--- config.mk ---
export PLATFORM = sky130hd
export DESIGN_NAME = charger_host_interface
export DESIGN_NICKNAME = d
export VERILOG_FILES = /design/src/logic/charger_host_interface.v /design/src/logic/event_pulse_timer.v
export VERILOG_INCLUDE_DIRS = /design/src /design/src/logic
export SDC_FILE = /design/constraint.sdc
export NUM_CORES = 1
export LEC_CHECK = 0
export ABC_CLOCK_PERIOD_IN_PS = 6400
export BUFFER_PORTS_ARGS = -buffer_cell sky130_fd_sc_hd__buf_4
export CORE_ASPECT_RATIO = 1.4
export CORE_MARGIN = 2
export CORE_UTILIZATION = 40
export DETAILED_ROUTE_END_ITERATION = 10
export PLACE_DENSITY = 0.61
export RECOVER_POWER = 100
export SLEW_MARGIN = 10
export SYNTH_ARGS = -nofsm -noshare
export SYNTH_HDL_FRONTEND = slang
export SYNTH_SLANG_ARGS = --single-unit
--- constraint.sdc ---
create_clock -name sys_clk -period 6.4 [get_ports sys_clk]
set_clock_uncertainty 0.15 [all_clocks]
set_input_delay 1.28 -clock sys_clk [delete_from_list [all_inputs] [get_ports sys_clk]]
set_output_delay 1.28 -clock sys_clk [all_outputs]
set_load 0.1 [all_outputs]
--- src/logic/charger_host_defs.vh ---
`ifndef CHARGER_HOST_DEFS_VH
`define CHARGER_HOST_DEFS_VH
// -----------------------------------------------------------------------
// slave address and register map
// -----------------------------------------------------------------------
`define SLAVE_ADDR      7'h6B
`define REG_COUNT       8'h07
`define REG_STATUS      8'h00
`define UNMAPPED_DATA   8'hFF
`define FAULT_FLD_MSB   2
// -----------------------------------------------------------------------
// timing
// -----------------------------------------------------------------------
`define SYS_CLK_MHZ     100
`define PULSE_US        128
`define PULSE_CYCLES    (`PULSE_US * `SYS_CLK_MHZ)
`define PULSE_CNT_W     14
`endif

--- src/logic/charger_host_interface.v ---
`timescale 1ns/1ps
`include "charger_host_defs.vh"
// Functional notes
// RL1 - status low while charging, if enabled
// RL2 - otherwise status output left released
// RL3 - faults give one 128 us low pulse
// RL4 - listed events each trigger a pulse
// RL5 - pulses ignore the indicate enable bit
// RL6 - interrupt output mirrors status output exactly
// RL7 - slave only, 100k and 400k alike
// RL8 - 7-bit address 1101011 only
// RL9 - start detected at any time
// RL10 - data changes only while clock low
// RL11 - ack address match on ninth clock
// RL12 - bytes of eight plus acknowledge
// RL13 - direction one writes, zero reads
// RL14 - stop releases link, await start
// RL15 - master stops aborted transfers
// RL16 - unmapped register reads return all ones
// RL17 - fault code keeps first, read clears
// RL18 - counter times pulse, restarts on event
// RL19 - first write byte selects register
module charger_host_interface
(
  input  wire       sys_clk,      // 100 MHz system clock
  input  wire       rstn,         // async reset, active low
  input  wire       sclIn,        // bus clock pin level
  input  wire       sdaIn,        // bus data pin level
  output reg        sdaOut,       // data drive value, always 0
  output reg        sdaOe,        // data pull low when high
  input  wire       charging,     // charge in progress
  input  wire       statEnable,   // status-indicate enable bit
  input  wire [7:0] eventIn,      // one bit per interrupt event
  input  wire [2:0] faultCode,    // live fault code, 0 = none
  input  wire [7:0] statusIn,     // live status bits [7:3]
  input  wire [55:0] regRdData,   // read values of regs 1..6 (8b each)
  output reg        statOut,      // status pin drive value
  output reg        statOe,       // status pin drive low enable
  output reg        intOut,       // interrupt pin drive value
  output reg        intOe,        // interrupt pin drive enable
  output reg        wrStrobe,     // one-cycle register write
  output reg  [7:0] wrAddr,       // register written
  output reg  [7:0] wrData,       // data written
  output reg        faultRead     // one-cycle: fault field read
);
  // ---------------------------------------------------------------------
  // pin synchronisers
  // ---------------------------------------------------------------------
  reg [1:0] sclSync;
  reg [1:0] sdaSync;
  reg       sclD;
  reg       sdaD;
  always @(posedge sys_clk or negedge rstn)
  begin
    if (!rstn)
    begin
      sclSync <= 2'h3;
      sdaSync <= 2'h3;
      sclD    <= 1'b1;
      sdaD    <= 1'b1;
    end
    else
    begin
      sclSync <= {sclSync[0], sclIn};
      sdaSync <= {sdaSync[0], sdaIn};
      sclD    <= sclSync[1];
      sdaD    <= sdaSync[1];
    end
  end
  wire scl = sclSync[1];
  wire sda = sdaSync[1];
  wire sclRise = scl & ~sclD;
  wire sclFall = ~scl & sclD;
  // start/stop: data edge while clock high; data is legal only to change
  // with clock low, so any such edge is a bus condition
  wire startCond = sclD & scl & sdaD & ~sda;     // [RL9] [RL10]
  wire stopCond  = sclD & scl & ~sdaD & sda;     // [RL14]

  // ---------------------------------------------------------------------
  // protocol state machine
  // ---------------------------------------------------------------------
  localparam [2:0] S_IDLE = 3'h0;
  localparam [2:0] S_ADDR = 3'h1;
  localparam [2:0] S_AACK = 3'h2;
  localparam [2:0] S_WR   = 3'h3;
  localparam [2:0] S_WACK = 3'h4;
  localparam [2:0] S_RD   = 3'h5;
  localparam [2:0] S_RACK = 3'h6;

  reg [2:0] state;
  reg [3:0] bitCnt;
  reg [7:0] shiftReg;
  reg       isWrite;
  reg       haveReg;
  reg [7:0] regPtr;
  reg [2:0] faultHeld;

  // read mux; out-of-range pointer reads all ones
  reg [7:0] rdByte;
  always @*
  begin
    rdByte = `UNMAPPED_DATA;                     // [RL16]
    if (regPtr == `REG_STATUS)
      rdByte = {statusIn[7:3], faultHeld};
    else if (regPtr < `REG_COUNT)
      rdByte = regRdData[(regPtr - 8'h01) * 8 +: 8];
  end

  always @(posedge sys_clk or negedge rstn)
  begin
    if (!rstn)
    begin
      state     <= S_IDLE;
      bitCnt    <= 4'h0;
      shiftReg  <= 8'h00;
      isWrite   <= 1'b0;
      haveReg   <= 1'b0;
      regPtr    <= 8'h00;
      sdaOut    <= 1'b0;
      sdaOe     <= 1'b0;
      wrStrobe  <= 1'b0;
      wrAddr    <= 8'h00;
      wrData    <= 8'h00;
      faultRead <= 1'b0;
    end
    else
    begin
      wrStrobe  <= 1'b0;
      faultRead <= 1'b0;
      sdaOut    <= 1'b0;
      if (startCond)
      begin
        state   <= S_ADDR;                       // [RL9]
        bitCnt  <= 4'h0;
        haveReg <= 1'b0;
        sdaOe   <= 1'b0;
      end
      else if (stopCond)
      begin
        state <= S_IDLE;                         // [RL14] [RL15]
        sdaOe <= 1'b0;
      end
      else
      begin
        case (state)
          S_IDLE:
            sdaOe <= 1'b0;
          S_ADDR, S_WR:
          begin
            if (sclRise)
            begin
              shiftReg <= {shiftReg[6:0], sda};  // [RL12]
              bitCnt   <= bitCnt + 4'h1;
            end
            else if (sclFall && bitCnt == 4'h8)
            begin
              bitCnt <= 4'h0;
              if (state == S_ADDR)
              begin
                if (shiftReg[7:1] == `SLAVE_ADDR)  // [RL8]
                begin
                  isWrite <= shiftReg[0];          // [RL13]
                  sdaOe   <= 1'b1;                 // [RL11]
                  state   <= S_AACK;
                end
                else
                  state <= S_IDLE;
              end
              else
              begin
                if (!haveReg)
                begin
                  regPtr  <= shiftReg;             // [RL19]
                  haveReg <= 1'b1;
                end
                else
                begin
                  wrStrobe <= 1'b1;
                  wrAddr   <= regPtr;
                  wrData   <= shiftReg;
                  regPtr   <= regPtr + 8'h01;
                end
                sdaOe <= 1'b1;                     // [RL12]
                state <= S_WACK;
              end
            end
          end
          S_AACK, S_WACK:
          begin
            // ack held through the whole ninth high phase
            if (sclFall)
            begin
              if (state == S_AACK && !isWrite)
              begin
                sdaOe    <= ~rdByte[7];
                shiftReg <= {rdByte[6:0], 1'b1};
                bitCnt   <= 4'h1;
                if (regPtr == `REG_STATUS)
                  faultRead <= 1'b1;               // [RL17]
                state <= S_RD;
              end
              else
              begin
                sdaOe <= 1'b0;
                state <= S_WR;
              end
            end
          end
          S_RD:
          begin
            if (sclFall)
            begin
              if (bitCnt == 4'h8)
              begin
                sdaOe <= 1'b0;                     // release for master ack
                state <= S_RACK;
              end
              else
              begin
                sdaOe    <= ~shiftReg[7];
                shiftReg <= {shiftReg[6:0], 1'b1};
                bitCnt   <= bitCnt + 4'h1;
              end
            end
          end
          S_RACK:
          begin
            if (sclRise)
            begin
              if (sda)
                state <= S_IDLE;                   // master nack ends read
              else
                regPtr <= regPtr + 8'h01;
            end
            else if (sclFall)
            begin
              sdaOe    <= ~rdByte[7];
              shiftReg <= {rdByte[6:0], 1'b1};
              bitCnt   <= 4'h1;
              if (regPtr == `REG_STATUS)
                faultRead <= 1'b1;
              state <= S_RD;
            end
          end
          default:
            state <= S_IDLE;
        endcase
      end
    end
  end

  // ---------------------------------------------------------------------
  // fault field: first fault wins, clears on read once gone
  // ---------------------------------------------------------------------
  // a fault present in the read cycle blocks the clear; the held code is kept
  always @(posedge sys_clk or negedge rstn)
  begin
    if (!rstn)
      faultHeld <= 3'h0;
    else if (faultHeld == 3'h0)
      faultHeld <= faultCode;                      // [RL17]
    else if (faultRead && faultCode == 3'h0)
      faultHeld <= 3'h0;                           // [RL17]
  end

  // ---------------------------------------------------------------------
  // status and interrupt pins
  // ---------------------------------------------------------------------
  wire anyEvent = |eventIn;                        // [RL4]
  wire pulseOn;
  event_pulse_timer #(
    .PULSE_CYCLES (`PULSE_CYCLES)
  ) u_pulse (
    .sys_clk (sys_clk),
    .rstn    (rstn),
    .trigger (anyEvent),
    .pulseOn (pulseOn)
  );

  // pulse not gated by enable; steady low only when enabled
  wire pullLow = pulseOn | (charging & statEnable); // [RL1] [RL5] [RL3]
  always @(posedge sys_clk or negedge rstn)
  begin
    if (!rstn)
    begin
      statOut <= 1'b0;
      statOe  <= 1'b0;
      intOut  <= 1'b0;
      intOe   <= 1'b0;
    end
    else
    begin
      statOut <= 1'b0;
      statOe  <= pullLow;                          // [RL2]
      intOut  <= 1'b0;
      intOe   <= pullLow;                          // [RL6]
    end
  end
  // rates are not distinguished: 400 kHz clock is far below sampling
  // [RL7]
endmodule // charger_host_interface

--- src/logic/event_pulse_timer.v ---
`timescale 1ns/1ps
module event_pulse_timer
#(
  parameter PULSE_CYCLES = 12800
)
(
  input  wire sys_clk,    // system clock
  input  wire rstn,       // async reset, active low
  input  wire trigger,    // one-cycle event
  output reg  pulseOn     // high while pulse runs
);
  reg [13:0] count;
  // terminal count cut to the counter width on purpose
  localparam [31:0] LAST_FULL = PULSE_CYCLES - 1;
  localparam [13:0] LAST      = LAST_FULL[13:0];

  // ---------------------------------------------------------------------
  // pulse counter
  // ---------------------------------------------------------------------
  // restart on new event so the host always sees a full pulse
  always @(posedge sys_clk or negedge rstn)
  begin
    if (!rstn)
    begin
      count   <= 14'h0000;
      pulseOn <= 1'b0;
    end
    else if (trigger)
    begin
      count   <= 14'h0000;          // [RL18]
      pulseOn <= 1'b1;
    end
    else if (pulseOn)
    begin
      if (count == LAST)
        pulseOn <= 1'b0;            // [RL3]
      count <= count + 14'h0001;
    end
  end
endmodule // event_pulse_timer

# After elaboration in Yosys (flattened, before gate mapping)
# Cells that the tools add are included.
totals:
  ff_bits: 69
classes:
  add_sub_neg: 4
  magnitude_cmp: 1
  eq_ne: 42
  shift: 1
  n_mux: 83
  bitwise: 19
  n_reduce_logical: 27
op_table:
  columns: ["op", "n"]
  rows:
  - ["two-way mux 8 bit", 15]
  - ["indexed part select 56 x 33 -> 8 bit", 1]
  - ["two-way mux 3 bit", 14]
  - ["two-way mux 4 bit", 10]
  - ["two-way mux 1 bit", 35]
  - ["inequality test 4 bit (second input constant)", 8]
  - ["one-hot mux 8 bit (4 select lines)", 1]
  - ["two-way mux 14 bit", 2]
  - ["inequality test 2 bit (second input constant)", 14]
  - ["AND reduction 8 bit", 3]
  - ["inequality test 3 bit (second input constant)", 7]
  - ["one-hot mux 4 bit (4 select lines)", 1]
  - ["one-hot mux 8 bit (2 select lines)", 1]
  - ["inequality test 5 bit (second input constant)", 3]
  - ["one-hot mux 3 bit (5 select lines)", 1]
  - ["adder 14 x 1 -> 14 bit (second input constant)", 1]
  - ["equality test 14 bit (second input constant)", 1]
  - ["AND reduction 7 bit", 2]
  - ["inverter 1 bit", 10]
  - ["AND reduction 10 bit", 1]
  - ["nonzero test 2 bit", 5]
  - ["equality test 3 bit (second input constant)", 3]
  - ["logical NOT 3 bit", 3]
  - ["AND reduction 9 bit", 1]
  - ["23 further kinds", 34]

# Depth between registers and ports, before layout
# Gate-level depths: netlist of run 1.
depth:
  word_depth: 10
  ltp_mapped: 10
  depth_no_buf: 7

# Cells and area by module
# From an unflattened synthesis of run 1, not the netlist that was laid out.
unflattened:
  cells_unflattened: 444
  area_unflattened_um2: 4331.7
by_module_without_submodules:
  columns: ["module", "instances", "cells_per_inst", "area_per_inst_um2"]
  rows:
  - ["charger_host_interface", 1, 370, 3555.9]
  - ["event_pulse_timer", 1, 74, 775.7]

# Least setup slack after synthesis of run 1
# OpenSTA, ideal clock, no wires.
synth_timing:
  path_type: "flip-flop to output port"
  startpoint: "register, netlist name intOe"
  endpoint: "output port statOe"
  arrival_time_ps: 1324
  required_ps: 4970
  path_slack_ps: 3646
  path_stages_with_launch: 2
  path_buffers: 1
  cell_sequence: "dfrtp_1 -> buf_4"
synth_lines:
  columns: ["element", "line", "rtl"]
  rows:
  - ["to (decl)", "charger_host_interface.v:38", "output reg statOe,"]

==> results of run 1 <==
==> power by group <==
group	internal [mW]	total, mW	switching (mW)
logic	0.214	0.491	0.278
registers	0.486	0.592	0.107
clock network	0.380	0.564	0.184
==> layout make-up <==
| class | instances | area (sq um) | area share |
|---|---|---|---|
| flip-flops and latches | 69 | 1730 | 0.327 |
| clock buffers | 10 | 229 | 0.0432 |
| well taps | 141 | 176 | 0.0333 |
| clock inverters | 6 | 111 | 0.0210 |
| multi-input cells | 360 | 2340 | 0.441 |
| repair buffers | 98 | 649 | 0.122 |
| inverters | 17 | 63.8 | 0.0120 |
==> placed cells by master, fill, tap and decap left out, types with 4 or more instances in the layout <==
master	instances
nand2_1	81
buf_4	71
dfrtp_1	63
a21oi_1	33
nor2_1	28
clkbuf_1	24
and3_1	19
nand3_1	19
o21ai_0	18
inv_1	17
clkbuf_16	9
nor3_1	8
o22a_1	8
mux4_2	8
o221ai_1	8
ha_1	8
xor2_1	7
mux2i_1	7
a31o_2	7
o32ai_1	7
nor2b_1	6
xnor2_1	6
nand4_1	5
a31oi_1	5
nand3b_1	4
or3_1	4
clkbuf_4	4
==> kinds of logic after synthesis <==
kind of cell	Yosys count
XOR/XNOR	13
adder cells (fa/ha/maj)	8
flip-flops	69
AO/OA/AOI/OAI	121
other	1
AND/OR/NAND/NOR	198
multiplexers	17
buffers and inverters	48
==> final timing paths <==
path	slack [ps]	endpoint	cells past startpoint	start
worst max register to register	2350	shiftReg[4]$_DFFE_PN0P_	7	regPtr[0]$_DFFE_PN0P_
worst max-delay path	2000	state[1]$_DFFE_PN0P_	1	rstn
max in group sys_clk	2350	shiftReg[4]$_DFFE_PN0P_	7	regPtr[0]$_DFFE_PN0P_
worst min-delay path	210	sdaSync[1]$_DFF_PN1_	0	sdaSync[0]$_DFF_PN1_
min in group asynchronous	2040	u_pulse.count[12]$_DFFE_PN0P_	1	rstn
worst min register to register	210	sdaSync[1]$_DFF_PN1_	0	sdaSync[0]$_DFF_PN1_
==> through the flow <==
step / area [sq um] / std cells / power (mW)
after floorplan: 4390 / 477 / 0.982
after global placement: 5120 / 685 / 1.12
after detailed placement: 5120 / 685 / 1.13
after CTS: 5460 / 701 / 1.70
after global routing: 5310 / 701 / 1.75
final: 5310 / 701 / 1.65
==> registers in the layout, indices dropped and copies added, names as in the netlist, 2 cells and up <==
| name | cells |
|---|---|
| regPtr | 8 |
| shiftReg | 8 |
| sdaSync | 2 |
| state | 3 |
| u_pulse.count | 14 |
| wrData | 8 |
| sclSync | 2 |
| bitCnt | 4 |
| faultHeld | 3 |
| wrAddr | 8 |
==> routing by layer <==
metal / GRT usage / vias up
met5: 0 / -
met1: 0.220 / 1828
li1: - / 1891
met2: 0.333 / 91
met3: 0.0423 / 14
met4: 0.0658 / 0
==> results_dict.tcl, run 1 <==
set metrics [dict create \
    outcome "finished with violations" \
    failed_checks "capacitance limit, slew limit" \
    muxShareOfSynthArea 0.0622 \
    cts_buffers 9 \
    arrival_ps 3850 \
    syn_to_final_growth_pct 21.0 \
    timing.hold.ws_ps 210 \
    fin_util 0.493 \
    cts-root-buf "clkbuf_16" \
    power_density_mw_per_mm2 311 \
    max_freq_mhz 227 \
    cts_hold_buf 0 \
    hold_path.class "flop to flop" \
    cp_cell_sequence "clkbuf_1" \
    yosys.area.top_type "dfrtp_1" \
    async_flop_share 1.00 \
    dieHeight_um 128 \
    htree_levels 3 \
    yosysMostFrequentCell "nand2_1" \
    gp_congestion 0.844 \
    synth-adder-area-share 0.0228 \
    synth_edf_count 0 \
    hold_violations 0 \
    post-cts-setup-buffers 0 \
    synthCells 475 \
    top_layer "met4" \
    drive_gt1_frac 0.216 \
    avgSynthCellArea_sq_um 9.23 \
    setup_viol 0 \
    crit_required_ps 5850 \
    io-pin-count 105 \
    ys.warnings.count 0 \
    wl_per_cell_um 15.3 \
    wl_met3_um 488 \
    path_class "input port to async pin" \
    worst-path-buf-inv 1 \
    drc 0 \
    clockBufferDepth 2 \
    report.final.slew_viol_count 87 \
    yosysSeqAreaShare 0.396 \
    clock-sinks 69 \
    drv_cap 2 \
    synth_compound_area_frac 0.202 \
    core-area_sq_mm 0.0108 \
    first_pass_iters 6 \
    final.setup.worst_slack_ps 2000 \
    insertion_delay_ps 340 \
    synth_top_area_share 0.360 \
    start_kind "input port" \
    nets 644 \
    crit_path_max_fanout 69 \
    grt_pass1_wl_um 17600 \
    rows 45 \
    grtUsageTotal 0.187 \
    grt_overflow_total 0 \
    fin_crit_sh 0.687 \
    wirelength_met1_um 4390 \
    cts_tree "yes" \
    grt_max_degree 70 \
    cts.repair.resized 0 \
    postRouteAntennaNets 0 \
    wirelength_um 10700 \
    setup_tns_ps 0 \
    yosys.area_share.xor_xnor 0.0277 \
    rsz0062_at_grt "false" \
    worstMarginPinSlew_ps 3640 \
    synth_top_family_by_area "simple AND/OR/NAND/NOR gates" \
    synthTopCellsByCount "nand2_1 (81), dfrtp_1 (63), a21oi_1 (33), nor2_1 (28)" \
    diodes 0 \
    initial_core_util 0.408 \
    slew_headroom -1.43 \
    p_leak_nw 2.39 \
    period_minus_slack_ps 4400 \
    crit_path_max_incr_delay_ps 2520 \
    netlist-cell-type-count 76 \
    grt_pass1_vias 3636 \
    vias 3824 \
    fillCellCount 1049 \
    synth.area.top_cells "dfrtp_1 (36%), nand2_1 (6.9%), mux4_2 (4.1%), a21oi_1 (3.8%), dfstp_2 (3.6%)" \
    dp_hpwl_um 7960 \
    wl_met2_um 5700 \
    fp.dieW_um 92.5 \
    end_kind "async pin" \
    path_clk_slew_ps 50 \
    grt_antenna_before_repair 0 \
    portBuffers 98 \
    vias_per_cell 5.46 \
    post-place-ws_ps 2700 \
    dieArea_sq_mm 0.0118 \
    ys.flop_type "dfrtp_1" \
    critPathTopFamily "buffers and inverters" \
    synth-seq-cells 69 \
    drt_iter0_drc 172 \
    yosys.area_share.simple 0.232 \
    vdd_ir_drop_max_uv 227 \
    cp_slowest_cell "clkbuf_1" \
    netlist_area_sq_mm 0.00438 \
]
Note: power is estimated with default switching activity, not from simulation.
==> run 2, diff against run 1 <==
--- a/config.mk
+++ b/config.mk
@@ -6,7 +6,7 @@
 export SDC_FILE = /design/constraint.sdc
 export NUM_CORES = 1
 export LEC_CHECK = 0
-export ABC_CLOCK_PERIOD_IN_PS = 6400
+export ABC_CLOCK_PERIOD_IN_PS = 4300
 export BUFFER_PORTS_ARGS = -buffer_cell sky130_fd_sc_hd__buf_4
 export CORE_ASPECT_RATIO = 1.4
 export CORE_MARGIN = 2
==> constraint.sdc (replaced) <==
create_clock -name sys_clk -period 4.3 [get_ports sys_clk]
set_clock_uncertainty 0.15 [all_clocks]
set_input_delay 0.86 -clock sys_clk [delete_from_list [all_inputs] [get_ports sys_clk]]
set_output_delay 0.86 -clock sys_clk [all_outputs]
set_load 0.1 [all_outputs]
==> run 2 against run 1 <==
  * Global-route usage rose by 0.50 points
  * The flow still finishes with violations (capacitance limit, slew limit)
  * Setup slack got worse by 880 ps
  * Largest power group unchanged
  * Highest routed layer unchanged
  * Sequential power rose by 48%
  * First-iteration DRC count fell by 26%
  * Worst hold slack got worse by 0.58 ps
  * Critical path type is now flop to flop
  * Count of clock-buffer cells in the layout rose by 1
  * Sequential cell count did not move
  * Final area rose by 0.21%
  * Combinational power rose by 55%
  * Clock power rose by 32%
  * Critical endpoint is now shiftReg[2]$_DFFE_PN0P_
  * Critical path depth rose by 4
==> results_dict.tcl, run 2 (same netlist as run 1, synthesis figures left out) <==
set metrics [dict create \
    reg2reg_setup_slack_ps 1120 \
    combPwrFrac 0.319 \
    power_density_mw_per_mm2 448 \
    path_class "flop to flop" \
    vias_per_cell 5.48 \
    fp.dieW_um 92.5 \
    crit_path_max_incr_delay_ps 1070 \
    portBuffers 98 \
    end_kind "flop" \
    dieArea_sq_mm 0.0118 \
    grt_antenna_before_repair 0 \
    vias 3859 \
    drt_iter0_drc 128 \
    clockBufferDepth 2 \
    start_kind "flop" \
    hold_path_end "sdaSync[1]$_DFF_PN1_" \
    diodes 0 \
    first_pass_iters 4 \
    outcome "finished with violations" \
    grtUsageTotal 0.192 \
    stdcell_count 704 \
    cp_slowest_cell "nor4b_2" \
    place_area_sq_mm 0.00514 \
    cts.repair.resized 0 \
    rsz0062_at_grt "false" \
    path_clk_slew_ps 50 \
    wirelength_um 11000 \
    postRouteAntennaNets 0 \
    setup_tns_ps 0 \
    cp_cell_sequence "nor2b_1 > a221oi_1 > nor4b_2 > nand2_1 > o22a_1" \
    initial_core_util 0.408 \
    drc 0 \
    io-pin-count 105 \
    cts_tree "yes" \
    fillCellCount 1070 \
    nets 647 \
    failed_checks "capacitance limit, slew limit" \
    report.final.slew_viol_count 70 \
    wl_per_cell_um 15.7 \
    min_from "sdaSync[0]$_DFF_PN1_" \
    vdd_ir_drop_max_uv 270 \
    worstHoldPathCells 0 \
    max_freq_mhz 315 \
    clock-sinks 69 \
    timing.rr.end "shiftReg[2]$_DFFE_PN0P_" \
    fin_util 0.494 \
    fin_crit_sh 0.739 \
    dp.cells 688 \
    insertion_delay_ps 340 \
    htree_levels 3 \
    crit_path_max_fanout 23 \
    gp_congestion 0.868 \
    largest_reg_flops 14 \
    dp_hpwl_um 8170 \
    hold_path.class "flop to flop" \
    period_minus_slack_ps 3180 \
    setup_viol 0 \
    drv_cap 1 \
    post-cts-setup-buffers 0 \
    r2r-start "state[1]$_DFFE_PN0P_" \
    cts_buffers 9 \
    grt_pass1_wl_um 18200 \
    drive_gt1_frac 0.226 \
    p_int_mw 1.51 \
    p_sw_mw 0.868 \
    cts_hold_buf 0 \
    clockPowerShare 0.312 \
    p_sw_frac 0.364 \
    grt_pass1_vias 3734 \
    grt_max_degree 70 \
    arrival_ps 3260 \
    hold_violations 0 \
    seqPwrFrac 0.369 \
    syn_to_final_growth_pct 21.3 \
    mostFrequentLayoutCells "nand2_1 (81), buf_4 (74), dfrtp_1 (63)" \
    slew_headroom -0.120 \
    fin_area_sq_mm 0.00532 \
    dieHeight_um 128 \
    cts-root-buf "clkbuf_16" \
    grt_overflow_total 0 \
    reg2reg_depth 5 \
    rows 45 \
    worstMarginPinSlew_ps 1680 \
    top_register "u_pulse.count" \
    p_leak_nw 2.38 \
    final_common_cell "nand2_1" \
    crit_required_ps 4380 \
    core-area_sq_mm 0.0108 \
]
run 2: cell count changes in the layout (fill, tap and decap cells not counted), sizes merged:
cell	before	now
buf	71	74
bufinv	3	1
clkbuf	37	38
clkinv	2	0
clkinvlp	1	4
run 2: worst max-delay path by stage:
| stage | to | cells after the start | slack, ps | start |
|---|---|---|---|---|
| finish | shiftReg[2]$_DFFE_PN0P_ | 5 | 1120 | state[1]$_DFFE_PN0P_ |
| floorplan | shiftReg[1]$_DFFE_PN0P_ | 10 | 1670 | regPtr[0]$_DFFE_PN0P_ |
| global placement | shiftReg[4]$_DFFE_PN0P_ | 8 | 1500 | regPtr[0]$_DFFE_PN0P_ |
| global route | shiftReg[4]$_DFFE_PN0P_ | 5 | 790 | state[1]$_DFFE_PN0P_ |
| detailed placement | shiftReg[4]$_DFFE_PN0P_ | 8 | 1500 | regPtr[0]$_DFFE_PN0P_ |
| CTS | shiftReg[4]$_DFFE_PN0P_ | 8 | 1490 | regPtr[0]$_DFFE_PN0P_ |
run 2: layout make-up:
| cell class | count | area (sq um) | share of cell area |
|---|---|---|---|
| clock buffers | 11 | 243 | 0.0457 |
| clock inverters | 5 | 60.1 | 0.0113 |
| inverters | 17 | 63.8 | 0.0120 |
| multi-input cells | 360 | 2360 | 0.444 |
| flip-flops and latches | 69 | 1730 | 0.326 |
| well taps | 141 | 176 | 0.0332 |
| repair buffers | 101 | 677 | 0.127 |
run 2: power by group through the flow:
stage	sequential, mW	combinational (mW)	clock (mW)
floorplan	0.823	0.639	0
global placement	0.888	0.778	0
detailed placement	0.889	0.792	0
CTS	0.879	0.796	0.758
global route	0.892	0.848	0.786
finish	0.879	0.760	0.744
run 2: metal layers:
| metal | up-vias | global-route usage | part of all wire |
|---|---|---|---|
| met3 | 15 | 0.0382 | 0.049 |
| met4 | 0 | 0.0746 | 0.017 |
| met2 | 111 | 0.340 | 0.52 |
| met1 | 1842 | 0.227 | 0.41 |
| li1 | 1891 | - | - |
| met5 | - | 0 | 0 |
run 2: critical path, delay by kind of cell (launching register included):
| family | cells | cell delay [ps] |
|---|---|---|
| DFF | 1 | 800 |
| AOI/OAI and AO/OA | 2 | 460 |
| and+or+nand+nor | 3 | 1650 |
run 2: through the flow:
stage / hold slack (ps) / total power, mW / setup WS, ps
after CTS: 205 / 2.43 / 1490
after global placement: 197 / 1.67 / 1500
after floorplan: 195 / 1.46 / 1670
after global routing: 211 / 2.53 / 785
after detailed placement: 197 / 1.68 / 1500
final: 209 / 2.38 / 1120
